===== src/rtl/ddtm_pkg.sv =====
// Constants, register map and types shared by the training-mode block.
package ddtm_pkg;

  // Clock rate and the timing figures in nanoseconds.
  localparam int CLK_MHZ = 250;
  localparam int T_MOD_NS = 60;
  localparam int T_MRD_NS = 16;
  localparam int T_WLO_NS = 8;
  localparam int T_WLDQSEN_NS = 100;
  localparam int T_WLMRD_NS = 160;
  localparam int T_RP_NS = 16;

  // Least times round up to whole cycles, never below one.
  function automatic int ns_to_cyc(input int ns);
    int c;
    c = (ns * CLK_MHZ + 999) / 1000;
    return (c < 1) ? 1 : c;
  endfunction

  localparam logic [7:0] TMOD_CYC = 8'(ns_to_cyc(T_MOD_NS));
  localparam logic [7:0] TMRD_CYC = 8'(ns_to_cyc(T_MRD_NS));
  localparam logic [7:0] TWLO_CYC = 8'(ns_to_cyc(T_WLO_NS));
  localparam logic [7:0] TWLDQSEN_CYC = 8'(ns_to_cyc(T_WLDQSEN_NS));
  localparam logic [7:0] TWLMRD_CYC = 8'(ns_to_cyc(T_WLMRD_NS));
  localparam logic [7:0] TRP_CYC = 8'(ns_to_cyc(T_RP_NS));

  // Register byte offsets.
  localparam logic [7:0] REG_CTRL = 8'h00;
  localparam logic [7:0] REG_STATUS = 8'h04;
  localparam logic [7:0] REG_TIM0 = 8'h08;
  localparam logic [7:0] REG_TIM1 = 8'h0c;
  localparam logic [7:0] REG_MR1 = 8'h10;
  localparam logic [7:0] REG_MR3 = 8'h14;

  // Control register fields and reset value.
  localparam int CTRL_PRIME_BIT = 0;
  localparam int CTRL_MPR_ZERO_BIT = 1;
  localparam logic [1:0] CTRL_RST = 2'h0;

  // Timing register layout: byte fields, reset values from the figures above.
  localparam int TIM0_MOD_LSB = 0;
  localparam int TIM0_MRD_LSB = 8;
  localparam int TIM0_WLO_LSB = 16;
  localparam int TIM0_WLDQSEN_LSB = 24;
  localparam int TIM1_WLMRD_LSB = 0;
  localparam int TIM1_RP_LSB = 8;
  localparam logic [31:0] TIM0_RST = {TWLDQSEN_CYC, TWLO_CYC, TMRD_CYC, TMOD_CYC};
  localparam logic [31:0] TIM1_RST = {16'h0000, TRP_CYC, TWLMRD_CYC};

  // Status register fields.
  localparam int STAT_WL_BIT = 0;
  localparam int STAT_ODT_OK_BIT = 1;
  localparam int STAT_QOFF_BIT = 2;
  localparam int STAT_MPR_BIT = 3;
  localparam int STAT_RTT_DQS_BIT = 4;
  localparam int STAT_FB_LSB = 5;
  localparam int STAT_LOC_LSB = 8;

  // Mode register bit positions and reset values.
  localparam logic [2:0] MR1_SEL = 3'h1;
  localparam logic [2:0] MR3_SEL = 3'h3;
  localparam int MR1_WL_BIT = 7;
  localparam int MR1_QOFF_BIT = 12;
  localparam int MR3_MPR_BIT = 2;
  localparam logic [13:0] MR1_EXIT_MASK = 14'h1266;
  localparam logic [13:0] MR1_RST = 14'h0000;
  localparam logic [2:0] MR3_RST = 3'h0;
  localparam int ADDR_AP_BIT = 10;
  localparam int ADDR_BC_BIT = 12;
  localparam int ADDR_ORDER_BIT = 2;

  // Multi purpose register contents and burst lengths.
  localparam logic [1:0] LOC_CAL = 2'h0;
  localparam logic [7:0] MPR_CAL_PATTERN = 8'haa;
  localparam logic [3:0] BURST_BL8 = 4'h8;
  localparam logic [3:0] BURST_BC4 = 4'h4;
  localparam logic [2:0] NIBBLE_UPPER = 3'h4;

  // Command codes from {ras_n, cas_n, we_n} with the chip selected.
  typedef enum logic [2:0] {
    CMD_MRS = 3'b000,
    CMD_REF = 3'b001,
    CMD_PRE = 3'b010,
    CMD_ACT = 3'b011,
    CMD_WR = 3'b100,
    CMD_RD = 3'b101,
    CMD_ZQ = 3'b110,
    CMD_NOP = 3'b111
  } ddtm_cmd_type;

  // Write leveling phases.
  typedef enum logic [1:0] {
    WL_OFF = 2'b00,
    WL_SETTLE = 2'b01,
    WL_READY = 2'b10,
    WL_EXIT = 2'b11
  } ddtm_wl_type;

endpackage


===== src/rtl/ddtm_training.sv =====
// Write leveling and multi purpose register logic of the memory device.
`timescale 1ns/1ps

// How it works
// - MR1 A7 enters and leaves write leveling.
// - Leveling: ODT switches strobe termination only.
// - MR1 A12 disables the output buffers.
// - DQ undefined on leveling entry until feedback.
// - Exit MRS may update A12,A9,A6,A5,A2,A1.
// - ODT accepted only tMOD after entry.
// - Strobe termination on tWLDQSEN after ODT.
// - Each rising strobe edge captures CK level.
// - Feedback on DQ within tWLO of edge; here it comes two register stages after the tWLO count ends.
// - Prime mode drives other DQ bits low.
// - DQ undefined for tMOD after exit MRS.
// - MR3 A2 set enables the MPR.
// - Reads go to MPR, function from A[1:0].
// - RDA in MPR mode ignores auto precharge.
// - Reset still works with MPR enabled.
// - MPR off: reads and writes use array.
// - Location 00 returns alternating calibration pattern.
// - Lane bit 0 carries MPR data.
// - Each byte lane levels its own strobe.
module ddtm_training
  import ddtm_pkg::*;
#(
  parameter int LANES = 2
)
(
  // Clock and reset.
  input wire logic hclk,
  input wire logic hresetn,
  // AHB-Lite register port.
  input wire logic hsel,
  input wire logic [31:0] haddr,
  input wire logic [1:0] htrans,
  input wire logic hwrite,
  input wire logic [2:0] hsize,
  input wire logic [31:0] hwdata,
  input wire logic hready,
  output logic hreadyout,
  output logic hresp,
  output logic [31:0] hrdata,
  // Memory command and control pins.
  input wire logic cs_n,
  input wire logic ras_n,
  input wire logic cas_n,
  input wire logic we_n,
  input wire logic [2:0] ba,
  input wire logic [13:0] addr,
  input wire logic odt,
  // Sampled clock level and strobe levels, one strobe per lane.
  input wire logic ck_level,
  input wire logic [LANES-1:0] dqs,
  // Data pins, output side; enable is low while driving.
  output logic [8*LANES-1:0] dq_o,
  output logic [LANES-1:0] dq_oe_n,
  // Termination and array access.
  output logic rtt_dqs_on,
  output logic rtt_dq_on,
  output logic array_rd,
  output logic array_wr,
  output logic array_ap,
  output logic mpr_active
);

  function automatic ddtm_cmd_type decode(input logic c, input logic r, input logic a,
                                          input logic w);
    return c ? CMD_NOP : ddtm_cmd_type'({r, a, w});
  endfunction

  function automatic logic [7:0] fld8(input logic [31:0] w, input int lsb);
    return w[lsb +: 8];
  endfunction

  // Bus, configuration and mode register state.
  logic ap_valid_q, ap_valid_d, ap_write_q, ap_write_d;
  logic [7:0] ap_addr_q, ap_addr_d;
  logic [31:0] rdata_q, rdata_d;
  logic [1:0] ctrl_q, ctrl_d;
  logic [31:0] tim0_q, tim0_d, tim1_q, tim1_d;
  logic [13:0] mr1_q, mr1_d;
  logic [2:0] mr3_q, mr3_d;
  // Leveling state.
  ddtm_wl_type wl_q, wl_d;
  logic [7:0] cnt_q, cnt_d, dqsen_q, dqsen_d;
  logic rtt_dqs_q, rtt_dqs_d, rtt_dq_q, rtt_dq_d;
  logic [LANES-1:0] dqs_prev_q, dqs_prev_d, smp_q, smp_d, pend_q, pend_d;
  logic [LANES-1:0] fb_q, fb_d, seen_q, seen_d;
  logic [7:0] wlo_q [LANES];
  logic [7:0] wlo_d [LANES];
  // Read burst and output state.
  logic [3:0] beats_q, beats_d;
  logic [2:0] beat_idx_q, beat_idx_d;
  logic [1:0] burst_loc_q, burst_loc_d;
  logic [8*LANES-1:0] dq_q, dq_d;
  logic [LANES-1:0] oe_n_q, oe_n_d;
  logic rd_q, rd_d, wr_q, wr_d, ap_q, ap_d;

  ddtm_cmd_type cmd;
  logic wl_on, odt_ok, qoff, mpr_en, bit_now;
  logic [7:0] lane_val;

  assign hreadyout = 1'b1;
  assign hresp = 1'b0;
  assign hrdata = rdata_q;
  assign dq_o = dq_q;
  assign dq_oe_n = oe_n_q;
  assign rtt_dqs_on = rtt_dqs_q;
  assign rtt_dq_on = rtt_dq_q;
  assign array_rd = rd_q;
  assign array_wr = wr_q;
  assign array_ap = ap_q;
  assign mpr_active = (beats_q != 4'h0);

  always_comb
  begin
    cmd = decode(cs_n, ras_n, cas_n, we_n);
    ap_valid_d = hsel && hready && htrans[1];
    ap_write_d = hwrite;
    ap_addr_d = haddr[7:0];
    rdata_d = rdata_q;
    ctrl_d = ctrl_q;
    tim0_d = tim0_q;
    tim1_d = tim1_q;
    mr1_d = mr1_q;
    mr3_d = mr3_q;
    wl_d = wl_q;
    cnt_d = cnt_q;
    dqsen_d = dqsen_q;
    dqs_prev_d = dqs;
    smp_d = smp_q;
    pend_d = pend_q;
    fb_d = fb_q;
    seen_d = seen_q;
    wlo_d = wlo_q;
    beats_d = beats_q;
    beat_idx_d = beat_idx_q;
    burst_loc_d = burst_loc_q;
    rd_d = 1'b0;
    wr_d = 1'b0;
    ap_d = 1'b0;
    wl_on = (wl_q == WL_SETTLE) || (wl_q == WL_READY);
    odt_ok = (wl_q == WL_READY);
    qoff = mr1_q[MR1_QOFF_BIT];
    mpr_en = mr3_q[MR3_MPR_BIT];
    bit_now = 1'b0;
    lane_val = 8'h00;

    // Register writes land in the data phase; read data is prepared in the address phase.
    if (ap_valid_q && ap_write_q)
    begin
      unique case (ap_addr_q)
        REG_CTRL: ctrl_d = hwdata[1:0];
        REG_TIM0: tim0_d = hwdata;
        REG_TIM1: tim1_d = hwdata;
        default: ;
      endcase
    end
    if (ap_valid_d && !hwrite)
    begin
      unique case (haddr[7:0])
        REG_CTRL: rdata_d = {30'h0, ctrl_q};
        REG_STATUS: rdata_d = {22'h0, mr3_q[1:0], 1'b0, fb_q[1:0], rtt_dqs_q, mpr_en,
                               qoff, odt_ok, wl_on};
        REG_TIM0: rdata_d = tim0_q;
        REG_TIM1: rdata_d = tim1_q;
        REG_MR1: rdata_d = {18'h0, mr1_q};
        REG_MR3: rdata_d = {29'h0, mr3_q};
        default: rdata_d = 32'h0;
      endcase
    end

    // Mode register commands and the leveling phase.
    if (cmd == CMD_MRS && ba == MR1_SEL)
    begin
      if (wl_on && !addr[MR1_WL_BIT])
      begin
        mr1_d = (mr1_q & ~MR1_EXIT_MASK) | (addr & MR1_EXIT_MASK);
        mr1_d[MR1_WL_BIT] = 1'b0;
        wl_d = WL_EXIT;
        cnt_d = fld8(tim0_q, TIM0_MOD_LSB);
      end
      else if (wl_on)
      begin
        mr1_d[MR1_QOFF_BIT] = addr[MR1_QOFF_BIT];
      end
      else
      begin
        mr1_d = addr;
        if (addr[MR1_WL_BIT])
        begin
          wl_d = WL_SETTLE;
          cnt_d = fld8(tim0_q, TIM0_MOD_LSB);
          seen_d = '0;
          pend_d = '0;
        end
      end
    end
    else if (cmd == CMD_MRS && ba == MR3_SEL)
    begin
      mr3_d = addr[2:0];
    end
    else if ((wl_q == WL_SETTLE || wl_q == WL_EXIT) && cnt_q > 8'h1)
    begin
      cnt_d = cnt_q - 8'h1;
    end
    else if (wl_q == WL_SETTLE)
    begin
      wl_d = WL_READY;
    end
    else if (wl_q == WL_EXIT)
    begin
      wl_d = WL_OFF;
    end

    // In leveling, strobe termination follows ODT only once accepted and after the enable delay; outside leveling it follows ODT.
    if (!(odt_ok && odt))
    begin
      dqsen_d = fld8(tim0_q, TIM0_WLDQSEN_LSB);
      rtt_dqs_d = wl_on ? 1'b0 : odt;
    end
    else if (dqsen_q > 8'h1)
    begin
      dqsen_d = dqsen_q - 8'h1;
      rtt_dqs_d = 1'b0;
    end
    else
    begin
      rtt_dqs_d = 1'b1;
    end
    rtt_dq_d = wl_on ? 1'b0 : odt;

    // Each lane samples CK on its own rising strobe and reports after tWLO.
    for (int i = 0; i < LANES; i++)
    begin
      if (wl_on && dqs[i] && !dqs_prev_q[i])
      begin
        smp_d[i] = ck_level;
        pend_d[i] = 1'b1;
        wlo_d[i] = fld8(tim0_q, TIM0_WLO_LSB);
      end
      else if (pend_q[i] && wlo_q[i] > 8'h1)
      begin
        wlo_d[i] = wlo_q[i] - 8'h1;
      end
      else if (pend_q[i])
      begin
        pend_d[i] = 1'b0;
        fb_d[i] = smp_q[i];
        seen_d[i] = 1'b1;
      end
    end

    // Array access and redirected reads.
    if (beats_q != 4'h0)
    begin
      beats_d = beats_q - 4'h1;
      beat_idx_d = beat_idx_q + 3'h1;
    end
    if (cmd == CMD_RD && mpr_en)
    begin
      beats_d = addr[ADDR_BC_BIT] ? BURST_BL8 : BURST_BC4;
      beat_idx_d = addr[ADDR_ORDER_BIT] ? NIBBLE_UPPER : 3'h0;
      burst_loc_d = mr3_q[1:0];
    end
    else if (cmd == CMD_RD)
    begin
      rd_d = 1'b1;
      ap_d = addr[ADDR_AP_BIT];
    end
    else if (cmd == CMD_WR && !mpr_en)
    begin
      wr_d = 1'b1;
    end

    // Data pin values and enables, per lane.
    for (int i = 0; i < LANES; i++)
    begin
      oe_n_d[i] = 1'b1;
      lane_val = 8'h00;
      if (wl_on && !qoff)
      begin
        oe_n_d[i] = 1'b0;
        if (seen_q[i] && ctrl_q[CTRL_PRIME_BIT])
        begin
          lane_val = {7'h00, fb_q[i]};
        end
        else if (seen_q[i])
        begin
          lane_val = {8{fb_q[i]}};
        end
      end
      else if (wl_q == WL_EXIT && !qoff)
      begin
        oe_n_d[i] = 1'b0;
      end
      else if (beats_q != 4'h0 && !qoff)
      begin
        oe_n_d[i] = 1'b0;
        bit_now = (burst_loc_q == LOC_CAL) ? MPR_CAL_PATTERN[beat_idx_q] : 1'b0;
        lane_val = ctrl_q[CTRL_MPR_ZERO_BIT] ? {7'h00, bit_now} : {8{bit_now}};
      end
      dq_d[8*i +: 8] = lane_val;
    end
  end

  // Reset clears every mode, including an enabled MPR.
  always_ff @(posedge hclk or negedge hresetn)
  begin
    if (!hresetn)
    begin
      ap_valid_q <= 1'b0;
      ap_write_q <= 1'b0;
      ap_addr_q <= 8'h00;
      rdata_q <= 32'h0;
      ctrl_q <= CTRL_RST;
      tim0_q <= TIM0_RST;
      tim1_q <= TIM1_RST;
      mr1_q <= MR1_RST;
      mr3_q <= MR3_RST;
      wl_q <= WL_OFF;
      cnt_q <= 8'h00;
      dqsen_q <= 8'h00;
      rtt_dqs_q <= 1'b0;
      rtt_dq_q <= 1'b0;
      dqs_prev_q <= '0;
      smp_q <= '0;
      pend_q <= '0;
      fb_q <= '0;
      seen_q <= '0;
      for (int i = 0; i < LANES; i++)
      begin
        wlo_q[i] <= 8'h00;
      end
      beats_q <= 4'h0;
      beat_idx_q <= 3'h0;
      burst_loc_q <= 2'h0;
      dq_q <= '0;
      oe_n_q <= '1;
      rd_q <= 1'b0;
      wr_q <= 1'b0;
      ap_q <= 1'b0;
    end
    else
    begin
      ap_valid_q <= ap_valid_d;
      ap_write_q <= ap_write_d;
      ap_addr_q <= ap_addr_d;
      rdata_q <= rdata_d;
      ctrl_q <= ctrl_d;
      tim0_q <= tim0_d;
      tim1_q <= tim1_d;
      mr1_q <= mr1_d;
      mr3_q <= mr3_d;
      wl_q <= wl_d;
      cnt_q <= cnt_d;
      dqsen_q <= dqsen_d;
      rtt_dqs_q <= rtt_dqs_d;
      rtt_dq_q <= rtt_dq_d;
      dqs_prev_q <= dqs_prev_d;
      smp_q <= smp_d;
      pend_q <= pend_d;
      fb_q <= fb_d;
      seen_q <= seen_d;
      wlo_q <= wlo_d;
      beats_q <= beats_d;
      beat_idx_q <= beat_idx_d;
      burst_loc_q <= burst_loc_d;
      dq_q <= dq_d;
      oe_n_q <= oe_n_d;
      rd_q <= rd_d;
      wr_q <= wr_d;
      ap_q <= ap_d;
    end
  end

endmodule


===== config.mk =====
export PLATFORM = sky130hd
export DESIGN_NAME = ddtm_training
export DESIGN_NICKNAME = d
export VERILOG_FILES = /design/src/rtl/ddtm_pkg.sv /design/src/rtl/ddtm_training.sv
export SDC_FILE = /design/constraint.sdc
export NUM_CORES = 1
export LEC_CHECK = 0
export BUFFER_PORTS_ARGS = -buffer_cell sky130_fd_sc_hd__buf_2
export CAP_MARGIN = 20
export CORE_UTILIZATION = 55
export DETAILED_ROUTE_END_ITERATION = 8
export GPL_TIMING_DRIVEN = 0
export PLACE_DENSITY = 0.79
export SLEW_MARGIN = 20
export SYNTH_ARGS = -nofsm -noshare
export SYNTH_HDL_FRONTEND = slang
export SYNTH_SLANG_ARGS = --single-unit

===== constraint.sdc =====
create_clock -name hclk -period 4.75 [get_ports hclk]
set_clock_uncertainty 0.15 [all_clocks]
set_input_delay 0.475 -clock hclk [delete_from_list [all_inputs] [get_ports hclk]]
set_output_delay 0.475 -clock hclk [all_outputs]
set_load 0.01 [all_outputs]

-- Word level (Yosys, flattened, before mapping)
Memories as Yosys holds them, arrays and structs flattened.
Index checks and enable logic that the tools add are counted.
- shifts and indexed selects: 0
- equality and inequality tests: 20
- divide/modulo/power cells: 0
- add/sub/neg operators: 6
- reduce and logical (&&, ||, !) cells: 49
- $lt $le $gt $ge: 5
- mux-type cells: 75
- bitwise gates (word level): 6
- multiply operators: 0
- operators with widths (cell ; number):
    32-bit case mux with 6 select lines ; 1
    8-bit 2-to-1 mux ; 21
    8-bit by 4-bit equality test with 1-bit output, second input constant ; 4
    8-bit by 1-bit > comparator with 1-bit output, second input constant ; 4
    2-bit 2-to-1 mux ; 16
    8-bit by 1-bit subtractor with 8-bit output, second input constant ; 4
    1-bit 2-to-1 mux ; 28
    1-bit logical AND ; 22
    8-bit by 5-bit equality test with 1-bit output, second input constant ; 2
    8-bit zero test ; 2
    14-bit 2-to-1 mux ; 1
    14-bit by 13-bit OR with 14-bit output ; 1
    12-bit 2-to-1 mux ; 1
    3-bit 2-to-1 mux ; 4
    4-bit 2-to-1 mux ; 3
    2-bit AND reduction ; 5
    8-bit by 3-bit equality test with 1-bit output, second input constant ; 1
    2-bit nonzero test ; 4
    3-bit equality test, second input constant ; 2
    1-bit zero test ; 6
    3-bit by 2-bit != test with 1-bit output, second input constant ; 2
    3-bit AND reduction ; 2
    1-bit NOT ; 5
    5-bit AND reduction ; 1
    other kinds (15) ; 19
- word-level logic and storage cells: 194
- input bits: 99
- register bits: 200
- ROM bits: 8
- bits in writable memories: 0
- memories: 1
- bits in latches: 0
- output and inout bits: 58
- memory list (memory ; words ; bits a word ; rd ports ; clocked after Yosys merged registers in ; wr ports ; line ; RTL):
    (name not given) ; 8 ; 1 ; 1 ; 0 ; 0 ; ddtm_training.sv:301 ; bit_now = (burst_loc_q == LOC_CAL) ? MPR_CAL_PATTERN[beat_idx_q] : 1'b0;

-- Logic depth before layout (Yosys ltp)
Gate-level depths: netlist (run 1).
- word-level depth: 8
- mapped depth: 8
- gate-level depth less buffers: 6

-- Least setup slack after synthesis (run 1)
No wires, ideal clock.
- kind: reg2reg
- from: register wl_q[0]
- to: register fb_q[0]
- buffers on the path: 2
- required time: 4475 ps
- setup time: 125 ps
- path slack: 2559 ps
- period minus slack after synthesis: 2191 ps
- arrival: 1916 ps
- cell stages (with the launch flop): 9
- cell sequence: dfrtp_1 -> inv_1 -> ha_1 -> clkbuf_1 -> or3b_2 -> clkbuf_1 -> nand2_1 -> nor3_1 -> mux2_2
- longest elaborated chain between the ends: 6
- elaborated cells on any way between the ends: 7
- classes of those cells: eq/ne: 2; bitwise: 1; reduce/logical: 4
- RTL lines (what ; line ; RTL):
    start, declared ; ddtm_training.sv:85 ; ddtm_wl_type wl_q, wl_d;
    start signal, assigned ; ddtm_training.sv:356 ; wl_q <= wl_d;
    2-bit by 1-bit equality test with 1-bit output or 2-bit equality test (tied branches) ; ddtm_training.sv:143 ; wl_on = (wl_q == WL_SETTLE) || (wl_q == WL_READY);
    1-bit logical OR * ; ddtm_training.sv:143 ;
    1-bit logical AND * (2 in a row) ; ddtm_training.sv:237 ; if (wl_on && dqs[i] && !dqs_prev_q[i])
    1-bit NOT (no source line) * ; -- ;
    3-bit AND reduction (no source line) * ; -- ;
    end signal, assigned ; ddtm_training.sv:330 ; fb_q <= '0;
    end signal, assigned ; ddtm_training.sv:364 ; fb_q <= fb_d;
    end, declared ; ddtm_training.sv:89 ; logic [LANES-1:0] fb_q, fb_d, seen_q, seen_d;
Mark *: on every way between the ends. The rest lies on a longest branch, timed or not.
A chain may end at the register's enable or synchronous reset.

-- Worst setup path after layout (run 1)
Same ends and word-level chain as after synthesis.

==> results of run 1 <==
power by group through the flow:
stage	sequential (mW)	clock, mW	combinational [mW]
6_report	2.04	1.54	1.07
3_3_place_gp	2.05	0	1.02
3_5_place_dp	2.06	0	1.06
5_1_grt	2.07	1.63	1.20
4_1_cts	2.03	1.56	1.08
2_1_floorplan	2.00	0	0.772
worst max path at each step:
stage	endpoint	depth (start not counted)	slack, ns
3_3_place_gp	tim1_q[29]$_DFFE_PN0P_	1	0.08
3_5_place_dp	fb_q[0]$_DFFE_PN0P_	8	1.96
2_1_floorplan	fb_q[0]$_DFFE_PN0P_	8	2.56
5_1_grt	fb_q[0]$_DFFE_PN0P_	8	1.73
6_report	fb_q[0]$_DFFE_PN0P_	8	1.87
4_1_cts	fb_q[0]$_DFFE_PN0P_	8	1.89
synth_stat cells (4+ instances only):
library cell / instances
sky130_fd_sc_hd__dfrtp_1: 173
sky130_fd_sc_hd__nand2_1: 74
sky130_fd_sc_hd__mux2_2: 52
sky130_fd_sc_hd__a22oi_1: 35
sky130_fd_sc_hd__mux2_1: 35
sky130_fd_sc_hd__nor2_1: 31
sky130_fd_sc_hd__inv_1: 30
sky130_fd_sc_hd__o21ai_0: 22
sky130_fd_sc_hd__o21ai_1: 21
sky130_fd_sc_hd__buf_4: 19
sky130_fd_sc_hd__clkbuf_1: 15
sky130_fd_sc_hd__nor3_1: 14
sky130_fd_sc_hd__dfstp_2: 13
sky130_fd_sc_hd__a21oi_1: 12
sky130_fd_sc_hd__a22o_1: 12
sky130_fd_sc_hd__ha_1: 12
sky130_fd_sc_hd__nand3_1: 8
sky130_fd_sc_hd__xnor2_1: 8
sky130_fd_sc_hd__a211oi_1: 7
sky130_fd_sc_hd__a221oi_1: 7
sky130_fd_sc_hd__a31oi_1: 7
sky130_fd_sc_hd__mux2_4: 7
sky130_fd_sc_hd__nor2b_1: 7
sky130_fd_sc_hd__nor4_1: 7
sky130_fd_sc_hd__or3_1: 7
sky130_fd_sc_hd__and3_1: 6
sky130_fd_sc_hd__buf_6: 6
sky130_fd_sc_hd__o22ai_1: 6
sky130_fd_sc_hd__xor2_1: 6
sky130_fd_sc_hd__mux2i_1: 5
sky130_fd_sc_hd__o22a_1: 5
sky130_fd_sc_hd__buf_2: 4
sky130_fd_sc_hd__nand2b_1: 4
sky130_fd_sc_hd__or4_1: 4
cell type report:
class / instances / area, sq um / area share
Antenna cell: 1 / 2.502 / 0.0002430
Buffer: 44 / 286.5 / 0.02782
Clock buffer: 18 / 429.2 / 0.04168
Clock inverter: 14 / 220.2 / 0.02139
Inverter: 30 / 112.6 / 0.01094
Multi-Input combinational cell: 480 / 3623 / 0.3519
Sequential cell: 186 / 4671 / 0.4536
Tap cell: 211 / 264.0 / 0.02564
Timing Repair Buffer: 129 / 688.2 / 0.06683
routing by layer:
layer,part of all wire,wire length [um],vias to the layer above,track usage
met3,0.062,1255,33,0.06553
met2,0.47,9479,223,0.4073
met5,0,0,-,0
li1,-,-,2973,-
met1,0.44,8899,3178,0.3493
met4,0.026,524,0,0.1135
state kept, by name, summed over array words and instances (netlist names), 3 cells and up:
| name | flops |
|---|---|
| ap_addr_q | 8 |
| beats_q | 4 |
| cnt_q | 8 |
| dq_o | 4 |
| dqsen_q | 8 |
| hrdata | 32 |
| mr1_q | 14 |
| mr3_q | 3 |
| tim0_q | 32 |
| tim1_q | 32 |
| wlo_q | 16 |
worst max-delay path, delay by kind of cell, from the launching register on:
kind,cells,cell delay [ns]
adder cells (fa/ha/maj),1,0.27
multiplexers,1,0.39
buffers and inverters,3,0.84
flip-flops,1,0.40
AND/OR/NAND/NOR,3,0.72
through the flow:
stage	cell area, sq um	hold slack, ns
6_report	10300	0.01675
4_1_cts	10290	0.0001521
3_5_place_dp	9625	0.3027
2_1_floorplan	8693	0.02941
5_1_grt	10290	0.001911
3_3_place_gp	9588	0.2965
kinds of logic after synthesis:
| kind of cell | after synthesis | share of synthesized area |
|---|---|---|
| AND/OR/NAND/NOR | 191 | 0.1189 |
| flip-flops | 186 | 0.5373 |
| AO/OA/AOI/OAI | 160 | 0.1300 |
| multiplexers | 101 | 0.1357 |
| buffers and inverters | 74 | 0.04591 |
| XOR/XNOR | 14 | 0.01411 |
| adder cells (fa/ha/maj) | 12 | 0.01727 |
| other | 2 | 0.0008639 |
timing repair:
action	in CTS	in global routing
endpoints found under the hold margin	81	0
resized for setup	0	0
hold buffers	2	0
==> results by stage, run 1 <==
Run status:
- The run finished with clean final reports.

Setup path:
- The worst-path maximum fanout is 9.
- The critical path data arrival time is 3.04 ns.
- On the worst path, the slowest cell contributes a delay of 0.49 ns.
- The startpoint of the lowest-slack register-to-register path is wl_q[0]$_DFFE_PN0P_.
- The depth of the worst register-to-register path is 8.
- The worst setup path category is reg2reg.
- The capturing point of the worst reg2reg path is fb_q[0]$_DFFE_PN0P_.
- The most repeated library cell on the critical path is sky130_fd_sc_hd__clkbuf_1.
- Across all register-to-register paths, the minimum setup slack is 1.87 ns.
- STA classifies the critical path startpoint as a flip-flop.
- STA classifies the critical path endpoint as a flip-flop.
- STA puts the critical path data required time at 4.91 ns.
- The library cell contributing the largest single delay on the critical path is sky130_fd_sc_hd__clkbuf_1.
- The most critical setup path has its startpoint at wl_q[0]$_DFFE_PN0P_.
- The signal on the critical path passes through inv_1 > ha_1 > clkbuf_1 > or3b_2 > clkbuf_1 > nand2_1 > nor3_1 > mux2_2.

Cells and area:
- The post-route non-filler standard cell count is 1,113.
- The most common library cell in the layout ignoring fill and taps is sky130_fd_sc_hd__dfrtp_1.
- The top cell types in the final layout, fill and taps aside, are sky130_fd_sc_hd__dfrtp_1 (173), sky130_fd_sc_hd__buf_2 (129), sky130_fd_sc_hd__nand2_1 (74), sky130_fd_sc_hd__mux2_2 (52).
- The area growth from synthesis to layout is 18.45%.
- Of the cells placed in the final design, the portion with a size suffix greater than 1 is 0.3130.
- The final layout contains 999 nets.
- Measured on the finished design, the core utilization comes to 0.6724.
- Fill cells in the final layout number 1,176.

Logic synthesis:
- The number of enable flip-flop cells after synthesis is 0.
- After synthesis, the cell types taking the most area are sky130_fd_sc_hd__dfrtp_1 (50%), sky130_fd_sc_hd__mux2_2 (6.7%), sky130_fd_sc_hd__mux2_1 (4.5%), sky130_fd_sc_hd__dfstp_2 (3.9%), sky130_fd_sc_hd__nand2_1 (3.2%).
- The largest total area in the synthesized netlist belongs to sky130_fd_sc_hd__dfrtp_1.
- After synthesis, the share of flip-flops with an asynchronous set or reset is 1.000.
- The area share of the largest cell type after synthesis is 0.4980.
- Counting flops and latches in the post-synthesis netlist gives 186.
- In the synthesized netlist the dominant register cell turns out to be sky130_fd_sc_hd__dfrtp_1.
- The number of nets in the synthesized netlist is 851.
- The cell count after synthesis came out at 740.
- In this run the mean area of a mapped cell was 11.75 sq um.
- During synthesis, Yosys emitted a total of 0 warnings.
- The share of the yosys chip area belonging to registers is 0.5373.
- The area of the mapped netlist is 8693 sq um.
- The number of distinct library cell variants in the gate-level netlist after synthesis is 71.

Floorplan:
- The die is 127.7 um tall.
- The area enclosed by the die boundary is 16,310 sq um.
- The initial utilization of the core area, before any placement, comes to 0.5676.
- The floorplan step defined a core boundary enclosing 15,310 sq um.
- The die span in x is 127.7 um.
- 157 I/O pins were placed.
- The placement row count is 45.

Placed design:
- The placed wire-length estimate after detailed placement is 14,200 um.
- In this run, placement finished with an instance count of 1,078.
- At the end of routability-driven placement, the weighted congestion stood at 0.9033.
- The count of buffers added on input and output ports is 126.
- The worst-case setup slack after placement is 1.961 ns.

Timing:
- The number of failing setup endpoints in the final timing report is 0.
- At the pin with the least slew margin, the transition time is 0.8442 ns.
- Dividing the final minimum period by the clock period gives 0.6058.
- The count of final hold-check violations is 0.
- The slack of the critical path is 1.873 ns.
- The setup TNS is 0 ns.
- The final max-slew violation count was 0.
- Setup repair after global routing left no endpoint under its margin.
- Static timing analysis puts the maximum clock frequency at 0.3475 GHz.
- In this run the tightest slew margin relative to its limit is 0.4329.
- The shortest period the worst path allows is 2.877 ns.

Power:
- The total net switching power is 1.423 mW.
- The net switching fraction of the power is 0.3060.
- The part of the power in combinational logic is 0.230.
- The static leakage power is 4.891 nW.
- The power density normalized to cell area is 451.7 nW/um^2.
- The share of total power dissipated in the clock network is 0.331.
- Internal power comes to 3.228 mW.
- The power consumption is 4.652 mW.
- The worst-case vdd ir drop is 0.2844 mV.
- The fraction of power consumed by sequential logic is 0.439.

Route:
- The via density per instance is 5.757.
- The number of vias in the routed layout is 6,407.
- For this block, the routed nets add up to 20,160 um of wire.
- Once detail routing completed, the nets flagged for antenna violations numbered 0.
- After detailed routing, the number of remaining DRC violations is 0.
- The routed length per placed instance is 18.11 um.
- The first-iteration detailed-routing DRC count is 460.
- Before antenna repair, the detailed router went through 5 iterations.

Hold path:
- The launch instance of the worst min-delay path is haddr[7].
- The path class of the lowest-slack min-delay path is in2reg.
- For hold timing, the worst endpoint is ap_addr_q[7]$_DFF_PN0_.
- The number of cells on the worst hold path is 1.

Global routing:
- The wire length of the first global-routing pass is 32,280 um.
- Summed over all layers, the global routing overflow is 0.
- In the global route stage, overall resource usage came out at 0.2613.
- The initial antenna violation count is 0.
- The via count of the first global-routing pass is 6,396.
- The largest net degree at the start of global routing is 102.

Clock tree:
- The CTS clock-pin slew for the worst setup and hold paths is 0.06 ns.
- The clock reaches the later pin of the worst-skew pair after 0.43 ns.
- Counting along the longest clock path gives a buffer depth of 2.
- The number of buffers created by CTS is 17.
- The setup fix buffers added after clock tree synthesis is 0.
- The clock tree synthesis step divided the H-tree into 4 levels.
- The clock drives 186 sinks.
- TritonCTS built the clock tree.
- The root buffer cell chosen for the clock tree is sky130_fd_sc_hd__clkbuf_16.

Flow run:
- The number of max-capacitance violations reported is 0.
(Power assumes the default switching activity.)
==> run 2: changes to the inputs <==
==> constraint.sdc (replaced) <==
create_clock -name hclk -period 2.8 [get_ports hclk]
set_clock_uncertainty 0.15 [all_clocks]
set_input_delay 0.28 -clock hclk [delete_from_list [all_inputs] [get_ports hclk]]
set_output_delay 0.28 -clock hclk [all_outputs]
set_load 0.01 [all_outputs]
==> run 2 against run 1 <==
  * Via count is 4.2% higher
  * Clock power is 70% higher
  * Largest power group unchanged
  * Core utilization is 3.9 points higher
  * Non-clock buffer count is 59 higher
  * Combinational power is 77% higher
  * Register-to-register slack worse by 1.8 ns
  * Sequential power is 70% higher
  * Routed wire length is 5.6% higher
  * Highest routed layer unchanged
==> results by stage, run 2 (synthesized netlist as in run 1, its figures left out) <==
Run status:
- The flow ran to the end, and the final reports show no timing, DRC or antenna violations.

Route:
- The routed wire length was 21,300 um (+5.6%).
- The count of antenna-violating nets left after detailed routing is 0 (unchanged).
- The via density per instance is 5.699 (-0.99%).
- The DRC violations left was 0 (unchanged).
- The first-iteration detailed-routing DRC count is 453 (-1.5%).
- The number of vias in the routed layout is 6,674 (+4.2%).
- The routed length per placed instance was 18.19 um (+0.41%).
- The number of iterations in the first detailed-routing pass is 5 (unchanged).

Global routing:
- The wire length of the first global-routing pass is 34,320 um (+6.3%).
- The aggregate global-route resource usage came to 0.2768 (+0.01547).
- The total grt overflow came to 0 (unchanged).
- The initial antenna violation count is 0 (unchanged).
- The via count of the first global-routing pass is 6,857 (+7.2%).
- The largest net degree at the start of global routing is 102 (unchanged).

Power:
- The part of the power in combinational logic was 0.237 (+0.007).
- The net switching fraction of the power is 0.3062 (about the same).
- The total net switching power was 2.443 mW (+72%).
- The static leakage power is 5.142 nW (+5.1%).
- The worst-case vdd ir drop is 0.4856 mV (+71%).
- The internal power came to 5.534 mW (+71%).
- The clock share of power is 0.329 (-0.002).
- The fraction of power consumed by sequential logic came to 0.434 (-0.005).
- The power density normalized to cell area is 732.4 nW/um^2 (+62%).
- The power consumption is 7.977 mW (+71%).

Floorplan:
- The area enclosed by the die boundary is 16,310 sq um (unchanged).
- The floorplan core area was 15,310 sq um (unchanged).
- The boundary pin count is 157 (unchanged).
- The placement row count is 45 (unchanged).
- The die span in x is 127.7 um (unchanged).
- The die span in y is 127.7 um (unchanged).
- The initial standard-cell utilization of the core is 0.5676 (unchanged).

Cells and area:
- The number of inserted diodes is 0 (-1).
- The utilization after layout was 0.7112 (+0.03881).
- The library cells used most frequently in the layout, excluding fill and tap cells, are sky130_fd_sc_hd__dfrtp_1 (173), sky130_fd_sc_hd__buf_2 (129), sky130_fd_sc_hd__nand2_1 (74), sky130_fd_sc_hd__dlygate4sd3_1 (62), sky130_fd_sc_hd__mux2_2 (52).
- The most common library cell in the layout ignoring fill and taps is sky130_fd_sc_hd__dfrtp_1.
- The fraction of final layout cells with drive strength greater than 1 is 0.2938 (-0.01924).
- Relative to the synthesized area, the layout overhead comes to 25.29%.
- The net count of the finished layout was 1,058 (+5.9%).

Clock tree:
- Clock tree synthesis selected as its root buffer the cell sky130_fd_sc_hd__clkbuf_16.
- The maximum clock insertion buffer count was 2 (unchanged).
- The later-pin clock latency in the skew report is 0.44 ns (about the same).
- The CTS sink count came to 186 (unchanged).
- The CTS clock-pin slew for the worst setup and hold paths came to 0.07 ns (about the same).
- TritonCTS built the clock tree.
- The H-tree depth is 4 (unchanged).
- The number of buffers created by CTS is 17 (unchanged).

Setup path:
- The number of buffer and inverter stages on the critical path was 2 (-1).
- The delay of the slowest critical-path stage is 0.58 ns (+0.09 ns).
- The depth of the critical timing path with buffers and inverters included came to 7 (-1).
- The library cell contributing the largest single delay on the critical path is sky130_fd_sc_hd__ha_1.
- The critical path data arrival time came to 2.86 ns (-0.18 ns).
- The family of cells with the greatest summed delay on the critical path is simple AND/OR/NAND/NOR gates.
- The depth of the worst register-to-register path is 7 (-1).
- The critical path capture point type is a flip-flop.
- The required time of the worst setup path came to 2.97 ns (-1.94 ns).
- Traced cell by cell, the critical path runs through inv_1 > ha_1 > or3b_2 > clkbuf_1 > nand2_1 > nor3_1 > mux2_2.
- STA classifies the critical path startpoint as a flip-flop.
- The worst setup path is of the reg2reg kind.
- The worst-path maximum fanout is 9 (unchanged).

Placed design:
- The worst-case setup slack after placement came to 0.01064 ns (-1.950 ns).
- The quantity of I/O buffers inserted on ports is 126 (unchanged).
- The placed wire-length estimate after detailed placement is 14,200 um (unchanged).
- The weighted congestion at the end of routability-driven global placement is 0.9033 (unchanged).

Hold path:
- The path class of the lowest-slack min-delay path is in2reg.
- The number of cells on the worst hold path is 2 (+1).

Flow run:
- The number of max-capacitance violations reported came to 0 (unchanged).

Timing:
- The measured slew at the worst slew-check pin was 0.8679 ns (+0.02370 ns).
- The post-route fraction of the period consumed by the critical path is 0.9598 (+0.3540).
- The shortest period the worst path allows is 2.687 ns (-0.1899 ns).
- The number of failing setup endpoints in the final timing report came to 0 (unchanged).
- The highest clock rate came to 0.3721 GHz (+7.1%).
- The normalized max-slew margin is 0.4170 (-0.01592).
- Setup repair after global routing left no endpoint under its margin.
- The slack of the critical path is 0.1125 ns (-1.760 ns).
- The count of final hold-check violations was 0 (unchanged).
- The final max-slew violation count came to 0 (unchanged).
-- run 2: path summary, 6_finish.rpt --
kind | startpoint | to | slack (ns)
hold / removal | addr[7] | mr1_q[7]$_DFFE_PN0P_ | 0.02
setup reg to reg | wl_q[0]$_DFFE_PN0P_ | fb_q[0]$_DFFE_PN0P_ | 0.11
max in group asynchronous | hresetn | tim0_q[28]$_DFFE_PN1P_ | 1.28
hold reg to reg | hrdata[6]$_DFFE_PN0P_ | hrdata[6]$_DFFE_PN0P_ | 0.32
setup / recovery | wl_q[0]$_DFFE_PN0P_ | fb_q[0]$_DFFE_PN0P_ | 0.11
min in group asynchronous | hresetn | mr1_q[12]$_DFFE_PN0P_ | 0.29
-- run 2: power groups by stage --
stage	sequential, mW	combinational, mW	clock [mW]
global route	3.52	2.11	2.77
detailed placement	3.49	1.79	0
finish	3.46	1.89	2.62
CTS	3.45	1.89	2.65
global placement	3.47	1.73	0
floorplan	3.40	1.31	0
-- run 2: metal layers --
| metal | share of wire | vias up | global-route usage |
|---|---|---|---|
| met5 | 0 | - | 0 |
| met4 | 0.024 | 0 | 0.1121 |
| met3 | 0.057 | 33 | 0.06177 |
| met2 | 0.49 | 240 | 0.4530 |
| met1 | 0.43 | 3308 | 0.3593 |
| li1 | - | 3093 | - |
-- run 2: what timing repair did --
action,CTS,global route
gates resized for setup,0,0
setup endpoints to repair,1,0
endpoints found under the hold margin,179,0
hold buffers,62,0
buffers inserted,0,0
-- run 2: cell type report --
| class | instances | area [sq um] |
|---|---|---|
| Tap cell | 211 | 264.0 |
| Buffer | 43 | 282.8 |
| Clock inverter | 14 | 220.2 |
| Timing Repair Buffer | 189 | 1289 |
| Inverter | 30 | 112.6 |
| Sequential cell | 186 | 4671 |
| Fill cell | 1096 | 4423 |
| Multi-Input combinational cell | 480 | 3623 |
| Clock buffer | 18 | 429.2 |
-- run 2: stage by stage --
step / cell area (sq um) / hold slack [ns] / setup TNS (ns) / std cells
5_1_grt: 10890 / 0.01333 / 0 / 1171
4_1_cts: 10890 / 0.002245 / 0 / 1171
3_5_place_dp: 9625 / 0.1764 / 0 / 1078
2_1_floorplan: 8693 / -0.1656 / 0 / 740
6_report: 10890 / 0.02122 / 0 / 1171
3_3_place_gp: 9588 / 0.2545 / -295.30 / 1077
==> run 3: changes to the inputs <==
--- a/config.mk
+++ b/config.mk
@@ -10,6 +10,7 @@
 export CORE_UTILIZATION = 55
 export DETAILED_ROUTE_END_ITERATION = 8
 export GPL_TIMING_DRIVEN = 0
+export HOLD_SLACK_MARGIN = 0.06
 export PLACE_DENSITY = 0.79
 export SLEW_MARGIN = 20
 export SYNTH_ARGS = -nofsm -noshare
==> run 3 against run 2 <==
  * Clock power hardly changed
  * Largest power group unchanged
  * Flip-flop and latch count stayed put
  * Sequential power hardly changed
  * Clock-buffer cell count stayed put
  * Critical endpoint unchanged
  * Non-clock buffer count is 2 higher
==> results by stage, run 3 (synthesized netlist as in run 1, its figures left out) <==
Cells and area:
- In the layout the commonest cells are sky130_fd_sc_hd__dfrtp_1 (173), sky130_fd_sc_hd__buf_2 (129), sky130_fd_sc_hd__nand2_1 (74), sky130_fd_sc_hd__dlygate4sd3_1 (64), sky130_fd_sc_hd__mux2_2 (52).
- From synthesis to final layout, the design area changed by 25.52%.
- The library cell used most frequently in the layout, excluding fill and tap cells, is sky130_fd_sc_hd__dfrtp_1.
- The net count of the finished layout is 1,060 (+0.19%).
- The fraction of final layout cells with drive strength greater than 1 came to 0.2931 (-0.0006107).
- The area taken by multi-input logic gates is 3623 sq um (unchanged).
- The area of all sequential standard cells is 4671 sq um (unchanged).
- The final-layout fill cell count is 1,094 (-0.18%).
- The post-route non-filler standard cell count was 1,173 (+0.17%).
- The area of all placed cells without fillers is 10,910 sq um (+0.18%).
- The number of inserted diodes is 0 (unchanged).

Placed design:
- The number of placed cells counting well taps is 1,078 (unchanged).
- The placed standard-cell area was 9625 sq um (unchanged).
- The placed wire-length estimate after detailed placement is 14,200 um (unchanged).
- The worst-case setup slack after placement came to 0.01064 ns (unchanged).
- The weighted congestion at the end of routability-driven global placement is 0.9033 (unchanged).
- The quantity of I/O buffers inserted on ports is 126 (unchanged).

Clock tree:
- The H-tree depth is 4 (unchanged).
- TritonCTS built the clock tree.
- The CTS sink count is 186 (unchanged).
- The maximum clock insertion buffer count is 2 (unchanged).
- The later-pin clock latency in the skew report came to 0.44 ns (about the same).
- The number of buffers created by CTS is 17 (unchanged).
- The CTS clock-pin slew for the worst setup and hold paths was 0.07 ns (about the same).
- The cell sitting at the root of the clock tree is a sky130_fd_sc_hd__clkbuf_16.
- The setup fix buffers added after clock tree synthesis came to 0 (unchanged).

Power:
- The total net switching power is 2.448 mW (+0.23%).
- The static leakage power is 5.153 nW (+0.21%).
- The clock share of power is 0.329 (about the same).
- The power density normalized to cell area is 731.7 nW/um^2 (about the same).
- The worst-case vdd ir drop was 0.4907 mV (+1.1%).
- The net switching fraction of the power is 0.3067 (+0.0004423).
- The fraction of power consumed by sequential logic is 0.434 (about the same).
- The internal power is 5.536 mW (about the same).
- The part of the power in combinational logic was 0.238 (about the same).

Timing:
- The shortest period the worst path allows is 2.676 ns (-0.01106 ns).
- The highest clock rate is 0.3736 GHz (+0.41%).
- The slack of the critical path is 0.1236 ns (+0.01106 ns).
- Setup repair after global routing left no endpoint under its margin.
- The count of final hold-check violations was 0 (unchanged).
- The normalized max-slew margin came to 0.4147 (-0.002324).
- The final hold slack came to 0.1577 ns (+0.1365 ns).
- The final max-slew violation count is 0 (unchanged).
- The setup TNS is 0 ns (unchanged).
- The measured slew at the worst slew-check pin is 0.8713 ns (+0.003460 ns).
- The post-route fraction of the period consumed by the critical path came to 0.9559 (-0.003950).
- The number of failing setup endpoints in the final timing report is 0 (unchanged).

Setup path:
- The critical path capture point type is a flip-flop.
- The library cell contributing the largest single delay on the critical path is sky130_fd_sc_hd__ha_1.
- The worst setup path category is reg2reg.
- The worst-path maximum fanout was 9 (unchanged).
- The depth of the worst register-to-register path is 7 (unchanged).
- Walking the worst path, the cells encountered are inv_1 > ha_1 > or3b_2 > clkbuf_1 > nand2_1 > nor3_1 > mux2_2.
- The startpoint kind of the worst setup timing path is a flip-flop.
- The critical path data arrival time is 2.84 ns (-0.02 ns).
- The required time of the worst setup path came to 2.97 ns (about the same).
- The capturing point of the worst reg2reg path is fb_q[0]$_DFFE_PN0P_.
- The setup slack of the most critical reg-to-reg path was 0.12 ns (about the same).
- The startpoint identified for the worst register-to-register timing path is wl_q[0]$_DFFE_PN0P_.
- The delay of the slowest critical-path stage is 0.58 ns (about the same).

Route:
- The count of antenna-violating nets left after detailed routing came to 0 (unchanged).
- The routed wire length is 21,310 um (about the same).
- The routed length per placed instance is 18.17 um (-0.12%).
- The number of iterations in the first detailed-routing pass is 5 (unchanged).
- The first-iteration detailed-routing DRC count is 499 (+10%).
- The number of vias in the routed layout is 6,697 (+0.34%).
- The DRC violations left is 0 (unchanged).
- The via density per instance came to 5.709 (+0.17%).

Hold path:
- The worst hold path begins at ras_n.
- The worst hold path terminates at beats_q[0]$_DFFE_PN0P_.
- The number of cells on the worst hold path is 4 (+2).
- The path class of the tightest hold or removal check is in2reg.

Run status:
- The run finished with clean final reports.

Floorplan:
- The placement row count came to 45 (unchanged).
- The die span in y came to 127.7 um (unchanged).
- The boundary pin count is 157 (unchanged).
- The initial standard-cell utilization of the core is 0.5676 (unchanged).
- The floorplan core area came to 15,310 sq um (unchanged).
- The die span in x is 127.7 um (unchanged).
- The area enclosed by the die boundary is 16,310 sq um (unchanged).

Flow run:
- The number of max-capacitance violations reported came to 0 (unchanged).

Global routing:
- The total grt overflow is 0 (unchanged).
- The via count of the first global-routing pass is 6,884 (+0.39%).
- The initial antenna violation count is 0 (unchanged).
- The wire length of the first global-routing pass came to 34,400 um (+0.24%).
- The largest net degree at the start of global routing is 102 (unchanged).
- The aggregate global-route resource usage came to 0.2776 (+0.0008313).
-- run 3: area by class of cell --
| type | count | share of cell area |
|---|---|---|
| Timing Repair Buffer | 191 | 0.1199 |
| Tap cell | 211 | 0.02419 |
| Sequential cell | 186 | 0.4280 |
| Inverter | 30 | 0.01032 |
| Clock inverter | 14 | 0.02018 |
| Multi-Input combinational cell | 480 | 0.3321 |
| Clock buffer | 18 | 0.03933 |
| Buffer | 43 | 0.02591 |
-- run 3: how the worst max path moves through the flow --
| stage | from | endpoint | slack (ns) | cells after the start |
|---|---|---|---|---|
| 2_1_floorplan | wl_q[0]$_DFFE_PN0P_ | fb_q[0]$_DFFE_PN0P_ | 0.61 | 8 |
| 3_3_place_gp | hresetn | tim1_q[29]$_DFFE_PN0P_ | -1.68 | 1 |
| 3_5_place_dp | wl_q[0]$_DFFE_PN0P_ | fb_q[0]$_DFFE_PN0P_ | 0.01 | 8 |
| 4_1_cts | wl_q[0]$_DFFE_PN0P_ | fb_q[0]$_DFFE_PN0P_ | 0.14 | 7 |
| 5_1_grt | wl_q[0]$_DFFE_PN0P_ | fb_q[0]$_DFFE_PN0P_ | 0.004 | 7 |
| 6_report | wl_q[0]$_DFFE_PN0P_ | fb_q[0]$_DFFE_PN0P_ | 0.12 | 7 |
-- run 3: routing by layer --
layer / vias to the layer above / GRT usage / wire length, um
li1: 3098 / - / -
met3: 37 / 0.06052 / 1237
met2: 237 / 0.4565 / 10360
met5: - / 0 / 0
met4: 0 / 0.1135 / 559
met1: 3325 / 0.3590 / 9148
-- run 3: critical path, delay by kind of cell, from the launching register on --
kind | cells | cell delay (ns)
fa+ha+maj | 1 | 0.58
flops | 1 | 0.40
simple gates | 3 | 0.69
buf+inv | 2 | 0.35
mux | 1 | 0.39
-- run 3: through the flow --
step                        util  power (mW)
after detailed placement  0.6285       5.280
final                     0.7125       7.984
after floorplan                -       4.708
after global routing      0.7125       8.395
after CTS                 0.7125       7.991
after global placement    0.6261       5.205
-- run 3: repair_timing --
action                     in CTS  in global routing
gates resized for setup         0                  0
hold buffers                   64                  0
hold endpoints to repair      184                  0
setup endpoints to repair       1                  0
-- run 3: power groups by stage --
stage / sequential, mW / combinational, mW / clock [mW]
after floorplan: 3.40 / 1.31 / 0
after global placement: 3.47 / 1.73 / 0
after detailed placement: 3.49 / 1.79 / 0
after CTS: 3.45 / 1.89 / 2.65
after global routing: 3.52 / 2.11 / 2.77
final: 3.46 / 1.90 / 2.63
